[src/ffl_defines.svh]
// Constants for the serial offset loader: widths, sizes, reset values, timing.
// Assumes both ends include this header and share one clock.
`ifndef FFL_DEFINES_SVH
`define FFL_DEFINES_SVH
`define FFL_DW        18
`define FFL_OFF_W     17
`define FFL_MEM_AW    4
`define FFL_MEM_DEPTH 5'h10
`define FFL_BASE_X9   5'h0A
`define FFL_BASE_OTH  5'h09
`define FFL_DEF_OFF   17'h0007F
`define FFL_FLAG_DLY  2'h2
`endif

[src/ffl_pkg.sv]
// Types shared by both ends of the offset loader link.
// Assumes ffl_defines.svh is on the include path.
`include "ffl_defines.svh"
package ffl_pkg;
  // Controller action, one per cycle, one-hot
  typedef enum logic [5:0] {
    ACT_IDLE  = 6'h01,
    ACT_MRST  = 6'h02,
    ACT_WR    = 6'h04,
    ACT_SHIFT = 6'h08,
    ACT_RD    = 6'h10,
    ACT_ORD   = 6'h20
  } ffl_act_t;

  // Significant bits of one offset for a width mode and depth step
  function automatic logic [4:0] off_bits(input logic x9, input logic [2:0] depth);
    off_bits = (x9 ? `FFL_BASE_X9 : `FFL_BASE_OTH) + {2'h0, depth};
  endfunction : off_bits
endpackage : ffl_pkg

[src/ffl_link_if.sv]
// Link between the offset-loader controller and the FIFO device end.
// Assumes both ends run on the same clock; all signals are plain logic.
`timescale 1ns/100ps
`include "ffl_defines.svh"
interface ffl_link_if;
  logic                 load_select_n;           // Low steers strobes to offsets
  logic                 serial_shift_enable_n;   // Low enables serial shift
  logic                 write_enable_n;          // Low writes
  logic                 read_enable_n;           // Low reads
  logic                 serial_in;               // Serial offset bit
  logic [`FFL_DW-1:0]   data_in_bus;             // Memory write word
  logic                 master_reset;            // Sync master reset, high
  logic                 serial_prog_sel;         // Serial programming method
  logic                 width_x9_x9;             // Both ports nine bits
  logic [2:0]           depth_sel;               // Depth step 0..7
  logic                 first_word_fall_through; // Timing mode
  logic [`FFL_DW-1:0]   data_out;                // Read word
  logic                 data_out_valid;          // Read word pulse
  logic                 write_ready;             // Write buffer has room
  logic                 prog_almost_empty_flag_n; // Almost empty, low
  logic                 prog_almost_full_flag_n;  // Almost full, low
  logic                 flags_valid;             // Offsets loaded, flags good

  modport dev (
    input  load_select_n, serial_shift_enable_n, write_enable_n, read_enable_n,
    input  serial_in, data_in_bus, master_reset, serial_prog_sel, width_x9_x9,
    input  depth_sel, first_word_fall_through,
    output data_out, data_out_valid, write_ready, prog_almost_empty_flag_n,
    output prog_almost_full_flag_n, flags_valid
  );
  modport ctl (
    output load_select_n, serial_shift_enable_n, write_enable_n, read_enable_n,
    output serial_in, data_in_bus, master_reset, serial_prog_sel, width_x9_x9,
    output depth_sel, first_word_fall_through,
    input  data_out, data_out_valid, write_ready, prog_almost_empty_flag_n,
    input  prog_almost_full_flag_n, flags_valid
  );
endinterface : ffl_link_if

[src/ffl_device_end.sv]
// FIFO device end: serial offset loader, strobe decode, small memory, flags.
// Assumes the controller end drives the link from flops on the same i_clk.
`timescale 1ns/100ps
`include "ffl_defines.svh"
// Function
// RULE1: both load controls low, enables high: shift
// RULE2: nine-to-nine load takes 20 to 34 bits
// RULE3: wider modes need two fewer bits
// RULE4: serial enable high blocks every shift
// RULE5: method latched only during master reset
// RULE6: parallel offset readback in either method
// RULE7: timing mode never alters programming
// RULE8: only a full bit set reprograms
// RULE9: memory writes allowed before and during load
// RULE10: both controls high: write memory, then resume
// RULE11: pause keeps bit position, resume later
// RULE12: flags invalid in load, valid two edges after
// RULE13: no serial readback; parallel only
// RULE14: offset width 10..17, one less otherwise
// RULE15: load select high: enables access memory
module ffl_device_end (
  input  wire logic             i_clk,        // System clock
  input  wire logic             i_rst,        // Async reset, high
  ffl_link_if.dev               lnk,          // Link to controller
  output logic [`FFL_OFF_W-1:0] o_empty_off,  // Empty offset register
  output logic [`FFL_OFF_W-1:0] o_full_off,   // Full offset register
  output logic [4:0]            o_mem_count,  // Words held in memory
  output logic                  o_serial_mode, // Latched method
  output logic                  o_first_word_fall_through_mode   // Latched timing mode
);
  // Latched configuration
  logic                  serial_ff;     // Serial method chosen
  logic                  x9_ff;         // Nine-to-nine mode
  logic [2:0]            depth_ff;      // Depth step
  logic                  first_word_fall_through_ff;       // Timing mode, no effect on loading
  // Offset loader state
  logic [`FFL_OFF_W-1:0] empty_off_ff;  // Almost-empty offset
  logic [`FFL_OFF_W-1:0] full_off_ff;   // Almost-full offset
  logic [`FFL_OFF_W-1:0] nxt_empty_off; // Next empty offset
  logic [`FFL_OFF_W-1:0] nxt_full_off;  // Next full offset
  logic [5:0]            bit_ptr_ff;    // Next bit position in the set
  logic                  loaded_ff;     // Full set entered
  logic [1:0]            dly_ff;        // Edges left before flags valid
  logic                  ord_ptr_ff;    // Readback pointer, 0 empty, 1 full
  // Write buffer, two entries
  logic [`FFL_DW-1:0]    buf_mem [2];   // Buffered words
  logic                  buf_wp_ff;     // Buffer write slot
  logic                  buf_rp_ff;     // Buffer read slot
  logic [1:0]            buf_cnt_ff;    // Buffered count
  // Memory
  logic [`FFL_DW-1:0]    mem [`FFL_MEM_DEPTH]; // Storage
  logic [`FFL_MEM_AW-1:0] mem_wp_ff;    // Memory write pointer
  logic [`FFL_MEM_AW-1:0] mem_rp_ff;    // Memory read pointer
  logic [4:0]            mem_cnt_ff;    // Memory count
  logic [`FFL_DW-1:0]    dout_ff;       // Read data register
  logic                  dout_vld_ff;   // Read data pulse

  // Strobe decode
  wire       ld_lo    = ~lnk.load_select_n;
  wire       sen_lo   = ~lnk.serial_shift_enable_n;
  wire       wen_lo   = ~lnk.write_enable_n;
  wire       ren_lo   = ~lnk.read_enable_n;
  wire [4:0] nbits    = ffl_pkg::off_bits(x9_ff, depth_ff);            // RULE14
  wire [5:0] total    = {nbits, 1'b0};                                   // RULE2 RULE3
  wire       shift_en = serial_ff & ld_lo & sen_lo & ~wen_lo & ~ren_lo &
                        ~lnk.master_reset;                               // RULE1 RULE4 RULE11
  wire       last_bit = shift_en & (bit_ptr_ff == total - 6'h01);        // RULE8
  wire       in_empty = bit_ptr_ff < {1'b0, nbits};
  wire [4:0] empty_ix = bit_ptr_ff[4:0];
  wire [4:0] full_ix  = bit_ptr_ff[4:0] - nbits;
  wire       wr_req   = ~ld_lo & wen_lo;                                 // RULE15 RULE10 RULE9
  wire       rd_req   = ~ld_lo & ren_lo;                                 // RULE15
  wire       ord_req  = ld_lo & ren_lo & ~wen_lo;                        // RULE6 RULE13
  wire       buf_rdy  = buf_cnt_ff != 2'h2;
  wire       buf_push = wr_req & buf_rdy & ~lnk.master_reset;
  wire       mem_full = mem_cnt_ff == `FFL_MEM_DEPTH;
  wire       mem_push = (buf_cnt_ff != 2'h0) & ~mem_full;
  wire       mem_pop  = rd_req & (mem_cnt_ff != 5'h00) & ~lnk.master_reset;
  wire       flags_ok = loaded_ff & (dly_ff == 2'h0);                    // RULE12
  wire [4:0] full_lim = `FFL_MEM_DEPTH - 5'h01;
  // Widths of offsets exceed the small memory; compare at offset width
  wire       ae_hit   = {12'h000, mem_cnt_ff} <= empty_off_ff;
  wire       af_hit   = {13'h0000, mem_cnt_ff} + {1'b0, full_off_ff} >= {13'h0000, full_lim} + 18'h00001;

  // Serial bit lands in the empty offset first, then the full offset
  always_comb begin
    nxt_empty_off = empty_off_ff;
    nxt_full_off  = full_off_ff;
    if (shift_en) begin                                                  // RULE1
      if (in_empty) begin
        nxt_empty_off[empty_ix] = lnk.serial_in;
      end else begin
        nxt_full_off[full_ix] = lnk.serial_in;
      end
    end
  end

  // Configuration is caught only while master reset is high
  always_ff @(posedge i_clk or posedge i_rst) begin
    if (i_rst) begin
      serial_ff <= 1'b1;
      x9_ff     <= 1'b1;
      depth_ff  <= 3'h0;
      first_word_fall_through_ff   <= 1'b0;
    end else if (lnk.master_reset) begin                                 // RULE5
      serial_ff <= lnk.serial_prog_sel;
      x9_ff     <= lnk.width_x9_x9;
      depth_ff  <= lnk.depth_sel;
      first_word_fall_through_ff   <= lnk.first_word_fall_through;
    end
  end

  // Offset registers and bit pointer; a pause simply holds the pointer
  always_ff @(posedge i_clk or posedge i_rst) begin
    if (i_rst) begin
      empty_off_ff <= `FFL_DEF_OFF;
      full_off_ff  <= `FFL_DEF_OFF;
      bit_ptr_ff   <= 6'h00;
    end else if (lnk.master_reset) begin
      empty_off_ff <= `FFL_DEF_OFF;
      full_off_ff  <= `FFL_DEF_OFF;
      bit_ptr_ff   <= 6'h00;
    end else begin
      empty_off_ff <= nxt_empty_off;
      full_off_ff  <= nxt_full_off;
      if (last_bit) begin                                                // RULE8
        bit_ptr_ff <= 6'h00;
      end else if (shift_en) begin                                       // RULE11
        bit_ptr_ff <= bit_ptr_ff + 6'h01;
      end
    end
  end

  // Flags drop at any shift and return two edges after the last bit
  always_ff @(posedge i_clk or posedge i_rst) begin
    if (i_rst) begin
      loaded_ff <= 1'b1;
      dly_ff    <= 2'h0;
    end else if (lnk.master_reset) begin
      loaded_ff <= 1'b1;
      dly_ff    <= 2'h0;
    end else if (last_bit) begin                                         // RULE12
      loaded_ff <= 1'b1;
      dly_ff    <= `FFL_FLAG_DLY;
    end else if (shift_en) begin                                         // RULE8
      loaded_ff <= 1'b0;
    end else if (dly_ff != 2'h0) begin
      dly_ff <= dly_ff - 2'h1;
    end
  end

  // Write buffer absorbs writes while memory is full
  always_ff @(posedge i_clk) begin
    if (buf_push) begin
      buf_mem[buf_wp_ff] <= lnk.data_in_bus;
    end
  end

  always_ff @(posedge i_clk or posedge i_rst) begin
    if (i_rst) begin
      buf_wp_ff  <= 1'b0;
      buf_rp_ff  <= 1'b0;
      buf_cnt_ff <= 2'h0;
    end else if (lnk.master_reset) begin
      buf_wp_ff  <= 1'b0;
      buf_rp_ff  <= 1'b0;
      buf_cnt_ff <= 2'h0;
    end else begin
      buf_wp_ff  <= buf_wp_ff ^ buf_push;
      buf_rp_ff  <= buf_rp_ff ^ mem_push;
      buf_cnt_ff <= buf_cnt_ff + {1'b0, buf_push} - {1'b0, mem_push};
    end
  end

  // Memory array, no reset needed on storage
  always_ff @(posedge i_clk) begin
    if (mem_push) begin
      mem[mem_wp_ff] <= buf_mem[buf_rp_ff];
    end
  end

  // Memory pointers, read data and offset readback
  always_ff @(posedge i_clk or posedge i_rst) begin
    if (i_rst) begin
      mem_wp_ff   <= '0;
      mem_rp_ff   <= '0;
      mem_cnt_ff  <= 5'h00;
      dout_ff     <= '0;
      dout_vld_ff <= 1'b0;
      ord_ptr_ff  <= 1'b0;
    end else if (lnk.master_reset) begin
      mem_wp_ff   <= '0;
      mem_rp_ff   <= '0;
      mem_cnt_ff  <= 5'h00;
      dout_vld_ff <= 1'b0;
      ord_ptr_ff  <= 1'b0;
    end else begin
      dout_vld_ff <= mem_pop | ord_req;
      if (mem_push) begin
        mem_wp_ff <= mem_wp_ff + 4'h1;
      end
      mem_cnt_ff <= mem_cnt_ff + {4'h0, mem_push} - {4'h0, mem_pop};
      if (mem_pop) begin                                                 // RULE15
        dout_ff   <= mem[mem_rp_ff];
        mem_rp_ff <= mem_rp_ff + 4'h1;
      end else if (ord_req) begin                                        // RULE6
        // Readback overwrites the word on the output, as a read would
        dout_ff    <= {1'b0, ord_ptr_ff ? full_off_ff : empty_off_ff};
        ord_ptr_ff <= ~ord_ptr_ff;
      end
    end
  end

  // Link outputs; invalid flags rest inactive high
  assign lnk.data_out                 = dout_ff;
  assign lnk.data_out_valid           = dout_vld_ff;
  assign lnk.write_ready              = buf_rdy;
  assign lnk.flags_valid              = flags_ok;                        // RULE12
  assign lnk.prog_almost_empty_flag_n = ~(flags_ok & ae_hit);
  assign lnk.prog_almost_full_flag_n  = ~(flags_ok & af_hit);
  assign o_empty_off                  = empty_off_ff;
  assign o_full_off                   = full_off_ff;
  assign o_mem_count                  = mem_cnt_ff;
  assign o_serial_mode                = serial_ff;
  assign o_first_word_fall_through_mode                  = first_word_fall_through_ff;                         // RULE7
endmodule : ffl_device_end

[src/flat_wrapper.sv]
// flat-port wrapper written by rule: the top's interface ports become plain ports
module ffl_device_end_flat 
  (i_clk, i_rst, o_empty_off, o_full_off, o_mem_count, o_serial_mode, o_first_word_fall_through_mode, lnk_load_select_n, lnk_serial_shift_enable_n, lnk_write_enable_n, lnk_read_enable_n, lnk_serial_in, lnk_data_in_bus, lnk_master_reset, lnk_serial_prog_sel, lnk_width_x9_x9, lnk_depth_sel, lnk_first_word_fall_through, lnk_data_out, lnk_data_out_valid, lnk_write_ready, lnk_prog_almost_empty_flag_n, lnk_prog_almost_full_flag_n, lnk_flags_valid);
  ffl_link_if lnk_i ();
  input  wire logic i_clk;
  input  wire logic i_rst;
  output logic [`FFL_OFF_W-1:0] o_empty_off;
  output logic [`FFL_OFF_W-1:0] o_full_off;
  output logic [4:0] o_mem_count;
  output logic o_serial_mode;
  output logic o_first_word_fall_through_mode;
  input wire logic [$bits(lnk_i.load_select_n)-1:0] lnk_load_select_n;
  input wire logic [$bits(lnk_i.serial_shift_enable_n)-1:0] lnk_serial_shift_enable_n;
  input wire logic [$bits(lnk_i.write_enable_n)-1:0] lnk_write_enable_n;
  input wire logic [$bits(lnk_i.read_enable_n)-1:0] lnk_read_enable_n;
  input wire logic [$bits(lnk_i.serial_in)-1:0] lnk_serial_in;
  input wire logic [$bits(lnk_i.data_in_bus)-1:0] lnk_data_in_bus;
  input wire logic [$bits(lnk_i.master_reset)-1:0] lnk_master_reset;
  input wire logic [$bits(lnk_i.serial_prog_sel)-1:0] lnk_serial_prog_sel;
  input wire logic [$bits(lnk_i.width_x9_x9)-1:0] lnk_width_x9_x9;
  input wire logic [$bits(lnk_i.depth_sel)-1:0] lnk_depth_sel;
  input wire logic [$bits(lnk_i.first_word_fall_through)-1:0] lnk_first_word_fall_through;
  output wire logic [$bits(lnk_i.data_out)-1:0] lnk_data_out;
  output wire logic [$bits(lnk_i.data_out_valid)-1:0] lnk_data_out_valid;
  output wire logic [$bits(lnk_i.write_ready)-1:0] lnk_write_ready;
  output wire logic [$bits(lnk_i.prog_almost_empty_flag_n)-1:0] lnk_prog_almost_empty_flag_n;
  output wire logic [$bits(lnk_i.prog_almost_full_flag_n)-1:0] lnk_prog_almost_full_flag_n;
  output wire logic [$bits(lnk_i.flags_valid)-1:0] lnk_flags_valid;
  assign lnk_i.load_select_n = lnk_load_select_n;
  assign lnk_i.serial_shift_enable_n = lnk_serial_shift_enable_n;
  assign lnk_i.write_enable_n = lnk_write_enable_n;
  assign lnk_i.read_enable_n = lnk_read_enable_n;
  assign lnk_i.serial_in = lnk_serial_in;
  assign lnk_i.data_in_bus = lnk_data_in_bus;
  assign lnk_i.master_reset = lnk_master_reset;
  assign lnk_i.serial_prog_sel = lnk_serial_prog_sel;
  assign lnk_i.width_x9_x9 = lnk_width_x9_x9;
  assign lnk_i.depth_sel = lnk_depth_sel;
  assign lnk_i.first_word_fall_through = lnk_first_word_fall_through;
  assign lnk_data_out = lnk_i.data_out;
  assign lnk_data_out_valid = lnk_i.data_out_valid;
  assign lnk_write_ready = lnk_i.write_ready;
  assign lnk_prog_almost_empty_flag_n = lnk_i.prog_almost_empty_flag_n;
  assign lnk_prog_almost_full_flag_n = lnk_i.prog_almost_full_flag_n;
  assign lnk_flags_valid = lnk_i.flags_valid;
  ffl_device_end u_core (.i_clk(i_clk), .i_rst(i_rst), .lnk(lnk_i), .o_empty_off(o_empty_off), .o_full_off(o_full_off), .o_mem_count(o_mem_count), .o_serial_mode(o_serial_mode), .o_first_word_fall_through_mode(o_first_word_fall_through_mode));
endmodule
[config.mk]
export PLATFORM = sky130hd
export DESIGN_NAME = ffl_device_end_flat
export DESIGN_NICKNAME = d
export VERILOG_FILES = /design/src/ffl_pkg.sv /design/src/ffl_link_if.sv /design/src/ffl_device_end.sv /design/src/flat_wrapper.sv
export VERILOG_INCLUDE_DIRS = /design/src
export SDC_FILE = /design/constraint.sdc
export NUM_CORES = 1
export LEC_CHECK = 0
export BUFFER_PORTS_ARGS = -buffer_cell sky130_fd_sc_hd__clkbuf_2
export CORE_ASPECT_RATIO = 2
export CORE_UTILIZATION = 60
export CTS_CLUSTER_DIAMETER = 100
export CTS_CLUSTER_SIZE = 24
export DETAILED_ROUTE_END_ITERATION = 10
export GPL_ROUTABILITY_DRIVEN = 0
export PLACE_DENSITY = 0.81
export SYNTH_ARGS = -nofsm -noshare
export SYNTH_HDL_FRONTEND = slang
export SYNTH_SLANG_ARGS = --single-unit
[constraint.sdc]
create_clock -name i_clk -period 4.1 [get_ports i_clk]
set_input_delay 0.41 -clock i_clk [delete_from_list [all_inputs] [get_ports i_clk]]
set_output_delay 0.41 -clock i_clk [all_outputs]
set_load 0.05 [all_outputs]
==> flow_summary.json, run 1 <==
{
  "yosysMostFrequentCell": "edfxtp_1",
  "p_clk_share_pct": 21.8,
  "nets": 1263,
  "power_leakage_nw": 6.566,
  "fp.dieH_um": 245.1,
  "worst_setup_path_end_kind": "output pin",
  "slowest_stage": "or4b_2",
  "rows": 88,
  "required_ns": 3.69,
  "ys_seq_area_share_pct": 67.12,
  "p_int_w": 0.007035,
  "vdd_ir_drop_max_uv": 359.8,
  "p_comb_share_pct": 27.1,
  "reg2regPathDepth": 12,
  "slew_viol_final": 0,
  "numPortBuffers": 95,
  "finalSetupViolCount": 0,
  "antenna_found_initial": 0,
  "clock_skew_ns": 0.02837,
  "syn_inst": 1093,
  "maxCapViolations": 0,
  "coreArea_um2": 28960,
  "synth_cell_type_count": 74,
  "wl_um": 43890,
  "cts.sink_count": 410,
  "syn_area_um2": 17730,
  "min_path_cells": 1,
  "numCtsBuffers": 21,
  "synth_enable_flop_cells": 324,
  "grt.total_usage_pct": 30.56,
  "finalHoldViolCount": 0,
  "pwr-share-seq_pct": 51.1,
  "power_density_nw_per_um2": 532.4,
  "crit_type": "reg -> out",
  "arrival_ns": 3.45,
  "max_slew_margin_pct": 14.45,
  "via_per_inst": 6.692,
  "dp_slack_ns": 0.5221,
  "synth_area_leader_cell": "edfxtp_1",
  "synthFlopType": "edfxtp_1",
  "synthTopCellsByCount": "edfxtp_1 (324), mux4_2 (90), dfrtp_1 (69)",
  "syn2layout_area_growth_pct": 9.271,
  "dieArea_um2": 30290,
  "drc": 0,
  "hpwl_um": 28210,
  "setup_slack_ns": 0.2443,
  "initial_utilization_pct": 61.24,
  "finalCritPeriodShare_pct": 94.04,
  "outcome": "finished clean",
  "cpPeakStageDelay_ns": 0.61,
  "ant_nets": 0,
  "yosysWarningCount": 0,
  "grt_pass1_wl_um": 64910,
  "post_drt_wl_per_cell_um": 28.08,
  "drive_above_1_share_pct": 27.04,
  "overflow": 0,
  "detailedRoute.firstIterationViolations": 1183,
  "vias": 10460,
  "synthTopCellsByArea": "edfxtp_1 (55%), mux4_2 (11%), dfrtp_1 (9.7%)",
  "grt_max_degree": 47,
  "clk_path_buf_depth": 3,
  "syn_area_per_cell_um2": 16.23,
  "cp-start-kind": "register",
  "ys_seq_elements": 410,
  "syn-num-nets": 1168,
  "switching_share_pct": 31.82,
  "regToRegSetupSlack_ns": 0.44,
  "dr.pass1.iters": 6,
  "cts_resized": 0,
  "worst_slew_pin_slew_ns": 1.283,
  "path_cells": "ha_1, inv_1, fa_1, nor2b_1, o22ai_1, or4b_2, o211ai_1, o211ai_2, o31ai_2, clkbuf_2",
  "grt_pass1_vias": 10470,
  "p_switching_w": 0.003283,
  "grt_setup_unrepaired": "no",
  "cts_tree": "yes",
  "clk_latency_ns": 0.54,
  "ios": 96,
  "die_w_um": 123.6,
  "power_w": 0.01032,
  "cts_setup_buffers": 0,
  "fmax_mhz": 259.4,
  "hp-class": "in -> reg",
  "synth_top_area_share_pct": 54.86,
  "ys_async_sr_fraction_pct": 20.98,
  "fin_util_pct": 66.92,
  "clk_pin_slew_ns": 0.09,
  "cts_root_buf": "clkbuf_16",
  "htree_num_levels": 1,
  "cp_max_fo": 4,
  "period_needed_ns": 3.856,
  "fin_tns_setup_ns": 0
}
-- cells by family (layout without fill, tap and decap cells) --
group / count (synthesis) / after routing / synth area share (%)
AOI/OAI and AO/OA: 163 / 163 / 5.792
xor gates and xnor gates: 27 / 27 / 1.333
adders and majority gates: 43 / 43 / 3.203
buffers and inverters: 90 / 199 / 2.018
DFF: 410 / 410 / 67.12
muxes: 131 / 131 / 13.91
other: 0 / 1 / 0
and+or+nand+nor: 229 / 229 / 6.632
-- final cells by class --
cell class              instances  area, µm²
clock buffers                  36      581.8
diodes                          1      2.502
clock inverters                 1      30.03
repair buffers                127      743.2
fillers                      1919       9579
flip-flops and latches        410      11910
inverters                      35      132.6
well taps                     360      450.4
multi-input cells             593       5529
-- worst max-delay path: cells and delay by family (launching register included) --
kind | cells | cell delay, ns
compound gates | 4 | 0.63
fa+ha+maj | 2 | 0.53
buf+inv | 2 | 0.36
flops | 1 | 0.60
simple gates | 2 | 0.77
-- path summary, 6_finish.rpt --
check | from | endpoint
min in group asynchronous | i_rst | u_core.depth_ff[2]$_DFFE_PP0P_
hold / removal | lnk_data_in_bus[7] | u_core.buf_mem[0][7]$_DFFE_PP_
max in group asynchronous | i_rst | u_core.mem_rp_ff[0]$_DFFE_PP0P_
hold reg to reg | u_core.o_first_word_fall_through_mode$_DFFE_PP0P_ | u_core.o_first_word_fall_through_mode$_DFFE_PP0P_
setup reg to reg | u_core.x9_ff$_DFFE_PP1P_ | u_core.o_full_off[11]$_DFFE_PP0P_
setup / recovery | u_core.o_full_off[0]$_DFFE_PP1P_ | lnk_prog_almost_full_flag_n
-- per-stage QoR --
step	std cells	hold WS [ns]	area, µm²
after floorplan	1093	0.4875	17730
after global placement	1524	0.4904	18750
after detailed placement	1524	0.5110	18750
after CTS	1562	0.03647	19380
after global routing	1562	0.03623	19380
final	1563	0.05024	19380
-- power by group through the flow --
| stage | Combinational [W] | Sequential (W) | Clock (W) |
|---|---|---|---|
| 3_5_place_dp | 0.00276 | 0.00537 | 0 |
| 5_1_grt | 0.00302 | 0.00531 | 0.00241 |
| 4_1_cts | 0.00278 | 0.00528 | 0.00227 |
| 3_3_place_gp | 0.00267 | 0.00535 | 0 |
| 6_report | 0.00279 | 0.00528 | 0.00225 |
| 2_1_floorplan | 0.00173 | 0.00561 | 0 |
-- cell usage in the layout (no fill, tap or decap), types with 3 or more instances in the layout --
cell / instances
xor2_1: 13
o21a_1: 3
inv_1: 34
a21boi_1: 3
ha_1: 39
nor2b_1: 7
clkbuf_1: 15
clkbuf_2: 95
o21ai_0: 57
nor2_1: 24
a31oi_1: 4
mux4_2: 90
nand2_1: 58
nor4_1: 4
xnor2_1: 14
and4_1: 3
dfrtp_1: 66
or3_1: 5
o211ai_1: 5
nand3_1: 57
nor2_2: 12
a2111oi_2: 3
o21ai_1: 24
o221a_2: 3
nand2b_1: 6
nor3_2: 5
and2_1: 3
mux2i_1: 18
buf_4: 29
a21oi_1: 29
edfxtp_1: 324
nand4_1: 13
dfstp_2: 17
fa_1: 4
a21o_1: 5
mux2_2: 23
nor3_1: 10
clkbuf_16: 21
-- routing by layer --
metal / part of all wire (%) / routed length (µm) / vias to the layer above / GRT usage (%)
met5: 0 / 0 / - / 0
met4: 7.6 / 3338 / 0 / 21.08
met3: 7.3 / 3220 / 176 / 7.528
met2: 51 / 22580 / 511 / 51.31
met1: 34 / 14750 / 5325 / 33.42
li1: - / - / 4448 / -
-- registers in the layout, summed over array words and instances (netlist names), 5 cells and up --
register             cells
u_core.lnk.data_out     18
u_core.buf_mem          36
u_core.mem             288
u_core.o_mem_count       5
u_core.bit_ptr_ff        6
u_core.o_empty_off      17
u_core.o_full_off       17
-- repair_timing --
action,in CTS,in global routing
hold endpoints to repair,34,0
setup endpoints to repair,0,0
hold buffers,1,0
Note: power is estimated with default switching activity, not from simulation.
==> inputs of run 2 (changes only) <==
Settings changed: PLACE_DENSITY 0.81 to 0.78.
==> run 2 against run 1 <==
Utilization rose by 0.15 points; power barely moved; first-iteration DRC count fell by 19%; setup slack got worse by 0.0035 ns; die area did not move; register-to-register slack got worse by 0.06 ns; critical path type unchanged; largest power group unchanged.
==> flow_summary.json, run 2 (same netlist as run 1, synthesis figures left out) <==
{
  "outcome": "finished clean",
  "seq_area_um2": 11910,
  "htree_num_levels": 1,
  "clk_pin_slew_ns": 0.10,
  "grt_pass1_wl_um": 64850,
  "final_cell_mix": "edfxtp_1 (324), clkbuf_2 (94), mux4_2 (90)",
  "syn2layout_area_growth_pct": 9.510,
  "dieArea_um2": 30290,
  "arrival_ns": 3.45,
  "required_ns": 3.69,
  "finalSetupViolCount": 0,
  "min_path_cells": 1,
  "power_density_nw_per_um2": 531.6,
  "reg2regPathDepth": 12,
  "clk_path_buf_depth": 3,
  "largest_reg_flops": 288,
  "vdd_ir_drop_max_uv": 373.7,
  "worst_setup_path_end_kind": "output pin",
  "fillers": 1946,
  "drive_above_1_share_pct": 27.20,
  "finalHoldViolCount": 0,
  "ant_nets": 0,
  "overflow": 0,
  "ios": 96,
  "rows": 88,
  "die_w_um": 123.6,
  "post_drt_wl_per_cell_um": 27.96,
  "dp_slack_ns": 0.4910,
  "clk_latency_ns": 0.55,
  "top_register": "u_core.mem",
  "finalCritPeriodShare_pct": 94.12,
  "vias": 10410,
  "hp-class": "in -> reg",
  "fmax_mhz": 259.1,
  "maxCapViolations": 0,
  "cpPeakStageDelay_ns": 0.62,
  "hpwl_um": 28180,
  "antenna_found_initial": 0,
  "grt_max_degree": 59,
  "fin_tns_setup_ns": 0,
  "slew_viol_final": 0,
  "max_slew_margin_pct": 16.71,
  "nets": 1266,
  "crit_type": "reg -> out",
  "initial_utilization_pct": 61.24,
  "numPortBuffers": 95,
  "multiInputGateArea_um2": 5529,
  "drc": 0,
  "cp_max_fo": 4,
  "coreArea_um2": 28960,
  "cts_tree": "yes",
  "setup_slack_ns": 0.2409,
  "cts_root_buf": "clkbuf_16",
  "period_needed_ns": 3.859,
  "dr.pass1.iters": 7,
  "numCtsBuffers": 21,
  "cts_setup_buffers": 0,
  "grt_pass1_vias": 10530,
  "worst_slew_pin_slew_ns": 1.249,
  "grt_setup_unrepaired": "no",
  "grt.total_usage_pct": 30.61,
  "fp.dieH_um": 245.1,
  "detailedRoute.firstIterationViolations": 960,
  "antennaDiodeCount": 0,
  "via_per_inst": 6.650,
  "wl_um": 43780,
  "final_common_cell": "edfxtp_1",
  "clock_skew_ns": 0.02085,
  "cts.sink_count": 410,
  "cp-start-kind": "register",
  "power_leakage_nw": 6.592,
  "slowest_stage": "or4b_2",
  "path_cells": "ha_1, inv_1, fa_1, nor2b_1, o22ai_1, or4b_2, o211ai_1, o211ai_2, o31ai_2, buf_4"
}
run 2: cell count changes in the layout (fill, tap and decap cells not counted), sizes merged:
cell	change
buf	+4
diode	-1
inv	+1
clkbuf	-1
run 2: final cells by class:
class / count / area share (%)
clock buffers: 36 / 2.996
clock inverters: 2 / 0.1997
inverters: 35 / 0.6829
multi-input cells: 593 / 28.47
flip-flops and latches: 410 / 61.31
well taps: 360 / 2.319
repair buffers: 130 / 4.020
run 2: routing by layer:
| metal | GRT usage (%) | share of wire (%) | vias to the layer above |
|---|---|---|---|
| li1 | - | - | 4454 |
| met3 | 6.064 | 7.2 | 169 |
| met2 | 52.71 | 52 | 545 |
| met5 | 0 | 0 | - |
| met4 | 19.45 | 7.1 | 0 |
| met1 | 34.01 | 33 | 5246 |
run 2: repair_timing:
action,4_1_cts,5_1_grt
setup endpoints to repair,0,1
gates resized for setup,0,3
hold buffers,1,0
hold endpoints to repair,36,0
run 2: worst max-delay path: cells and delay by family, from the launching register on:
family                   cells  cell delay (ns)
AND/OR/NAND/NOR              2             0.78
flip-flops                   1             0.60
adder cells (fa/ha/maj)      2             0.54
buffers and inverters        2             0.28
AO/OA/AOI/OAI                4             0.67
run 2: report_power, final:
group          switching, W  total, W  internal, W
clock network       0.00127   0.00227     0.000995
registers          0.000268   0.00529      0.00502
logic               0.00173   0.00277      0.00103
run 2: path summary, 6_finish.rpt:
kind                                                                    from                                           endpoint  slack, ns
setup reg to reg                                    u_core.x9_ff$_DFFE_PP1P_                  u_core.o_full_off[14]$_DFFE_PP0P_       0.38
setup / recovery                            u_core.o_full_off[0]$_DFFE_PP1P_                        lnk_prog_almost_full_flag_n       0.24
hold / removal                                            lnk_data_in_bus[8]                     u_core.buf_mem[0][8]$_DFFE_PP_       0.04
min in group asynchronous                                              i_rst  u_core.o_first_word_fall_through_mode$_DFFE_PP0P_       0.46
hold reg to reg            u_core.o_first_word_fall_through_mode$_DFFE_PP0P_  u_core.o_first_word_fall_through_mode$_DFFE_PP0P_       0.52
max in group asynchronous                                              i_rst                   u_core.o_full_off[4]$_DFFE_PP1P_       2.59
run 2: through the flow:
step	hold WS, ns	utilization, %	instance area, µm²	instances	total power (W)
CTS	0.02444	67.06	19420	1566	0.01035
floorplan	0.4875	-	17730	1093	0.007335
global route	0.02855	67.07	19420	1566	0.01072
finish	0.04040	67.07	19420	1566	0.01032
detailed placement	0.4992	64.88	18790	1527	0.008127
global placement	0.4879	64.88	18790	1527	0.008031
==> inputs of run 3 (changes only) <==
Settings changed: CORE_UTILIZATION 60 to 35, PLACE_DENSITY 0.78 to not set.
==> run 3 against run 2 <==
Maximum frequency decreased by 4.2%; clock-buffer cell count decreased by 1; sequential power decreased by 0.8%; routed wire length increased by 1.1%; clock skew increased by 0.0053 ns; clock power increased by 2%; utilization decreased by 28 points; largest power group unchanged; global-route usage decreased by 13 points; critical path depth unchanged.
==> flow_summary.json, run 3 (same netlist as run 1, synthesis figures left out) <==
{
  "worst_setup_path_end_kind": "output pin",
  "numPortBuffers": 95,
  "initial_utilization_pct": 35.42,
  "cts_root_buf": "clkbuf_16",
  "dieArea_um2": 51630,
  "die_w_um": 161.2,
  "dpl_cell_area_um2": 19140,
  "final_common_cell": "edfxtp_1",
  "dp_slack_ns": 0.5239,
  "grt_setup_unrepaired": "no",
  "clk_pin_slew_ns": 0.10,
  "clock_skew_ns": 0.02611,
  "detailedRoute.firstIterationViolations": 939,
  "vdd_ir_drop_max_uv": 473.5,
  "post_drt_wl_per_cell_um": 23.87,
  "fin_util_pct": 39.48,
  "cts_setup_buffers": 0,
  "power_leakage_nw": 6.586,
  "cpPeakStageDelay_ns": 0.63,
  "fmax_mhz": 248.3,
  "clk_path_buf_depth": 3,
  "path_cells": "ha_1, inv_1, fa_1, nor2b_1, o22ai_1, or4b_2, o211ai_1, o211ai_2, o31ai_2, buf_2",
  "hp-class": "in -> reg",
  "finalCritPeriodShare_pct": 98.21,
  "htree_num_levels": 1,
  "cts.sink_count": 410,
  "antenna_found_initial": 1,
  "nets": 1265,
  "drc": 0,
  "antennaDiodeCount": 0,
  "grt_pass1_wl_um": 66050,
  "slowest_stage": "or4b_2",
  "hpwl_um": 29960,
  "syn2layout_area_growth_pct": 11.46,
  "vias": 10010,
  "grt_pass1_vias": 10410,
  "holdCritStartpoint": "lnk_data_in_bus[2]",
  "reg2regPathDepth": 12,
  "cts_tree": "yes",
  "largest_reg_flops": 288,
  "cp_max_fo": 4,
  "fin_tns_setup_ns": 0,
  "finalSetupViolCount": 0,
  "fin_area_um2": 19770,
  "drive_above_1_share_pct": 27.30,
  "crit_family": "simple AND/OR/NAND/NOR gates",
  "min_path_cells": 1,
  "holdPathEnd": "u_core.buf_mem[0][2]$_DFFE_PP_",
  "power_density_nw_per_um2": 526.7,
  "max_slew_margin_pct": 25.79,
  "r2r_start": "u_core.x9_ff$_DFFE_PP1P_",
  "dr.pass1.iters": 5,
  "top_register": "u_core.mem",
  "critPathBufInv": 2,
  "setup_slack_ns": 0.07319,
  "wl_um": 44260,
  "coreArea_um2": 50070,
  "grt.total_usage_pct": 17.41,
  "regToRegSetupSlack_ns": 0.50,
  "arrival_ns": 3.62,
  "worst_slew_pin_slew_ns": 1.113,
  "finalHoldViolCount": 0,
  "numCtsBuffers": 21,
  "crit_type": "reg -> out",
  "maxCapViolations": 0,
  "fp.dieH_um": 320.3,
  "grt_max_degree": 54,
  "outcome": "finished clean",
  "slew_viol_final": 0,
  "r2r_end": "u_core.o_full_off[7]$_DFFE_PP0P_",
  "period_needed_ns": 4.027,
  "ios": 96,
  "final_cell_mix": "edfxtp_1 (324), clkbuf_2 (94), mux4_2 (90)",
  "overflow": 0,
  "clk_latency_ns": 0.56,
  "ant_nets": 0,
  "rows": 116,
  "cp-start-kind": "register",
  "required_ns": 3.69,
  "via_per_inst": 5.401,
  "hold_slack_ns": 0.03202
}
-- run 3: final cells by class --
cell class | count | area [µm²]
clock buffers | 35 | 578.1
flip-flops and latches | 410 | 11910
repair buffers | 129 | 770.7
clock inverters | 3 | 33.78
inverters | 35 | 133.9
multi-input cells | 593 | 5530
well taps | 649 | 812.0
fillers | 4602 | 30310
-- run 3: power by group --
part	internal, W	switching, W
sequential	0.00502	0.000225
clock	0.000994	0.00132
combinational	0.00103	0.00182
total	0.00705	0.00336
-- run 3: timing repair --
item	CTS	global route
hold endpoints to repair	46	0
resized for setup	0	2
setup endpoints to repair	0	1
hold buffers	1	0
-- run 3: how the worst max path moves through the flow --
stage,startpoint,endpoint,slack (ns),depth (start not counted)
after floorplan,u_core.o_mem_count[2]$_DFF_PP0_,u_core.o_mem_count[4]$_DFF_PP0_,0.47,14
after global placement,u_core.x9_ff$_DFFE_PP1P_,u_core.o_full_off[15]$_DFFE_PP0P_,0.62,12
after detailed placement,u_core.x9_ff$_DFFE_PP1P_,u_core.o_full_off[7]$_DFFE_PP0P_,0.52,12
after CTS,u_core.o_mem_count[1]$_DFF_PP0_,lnk_prog_almost_full_flag_n,0.01,9
after global routing,u_core.o_full_off[0]$_DFFE_PP1P_,lnk_prog_almost_full_flag_n,0.02,10
final,u_core.o_full_off[0]$_DFFE_PP1P_,lnk_prog_almost_full_flag_n,0.07,10
-- run 3: routing by layer --
metal | vias up | share of wire, % | wire length [µm] | global-route usage [%]
li1 | 4454 | - | - | -
met1 | 5167 | 35 | 15580 | 18.52
met2 | 298 | 56 | 25000 | 33.73
met3 | 95 | 3.8 | 1695 | 1.733
met4 | 0 | 4.5 | 1979 | 8.176
met5 | - | 0 | 0 | 0
-- run 3: through the flow --
stage	total power (W)	std cells
after floorplan	0.007335	1093
after global placement	0.008189	1815
after detailed placement	0.008258	1815
after CTS	0.01056	1854
after global routing	0.01088	1854
final	0.01041	1854
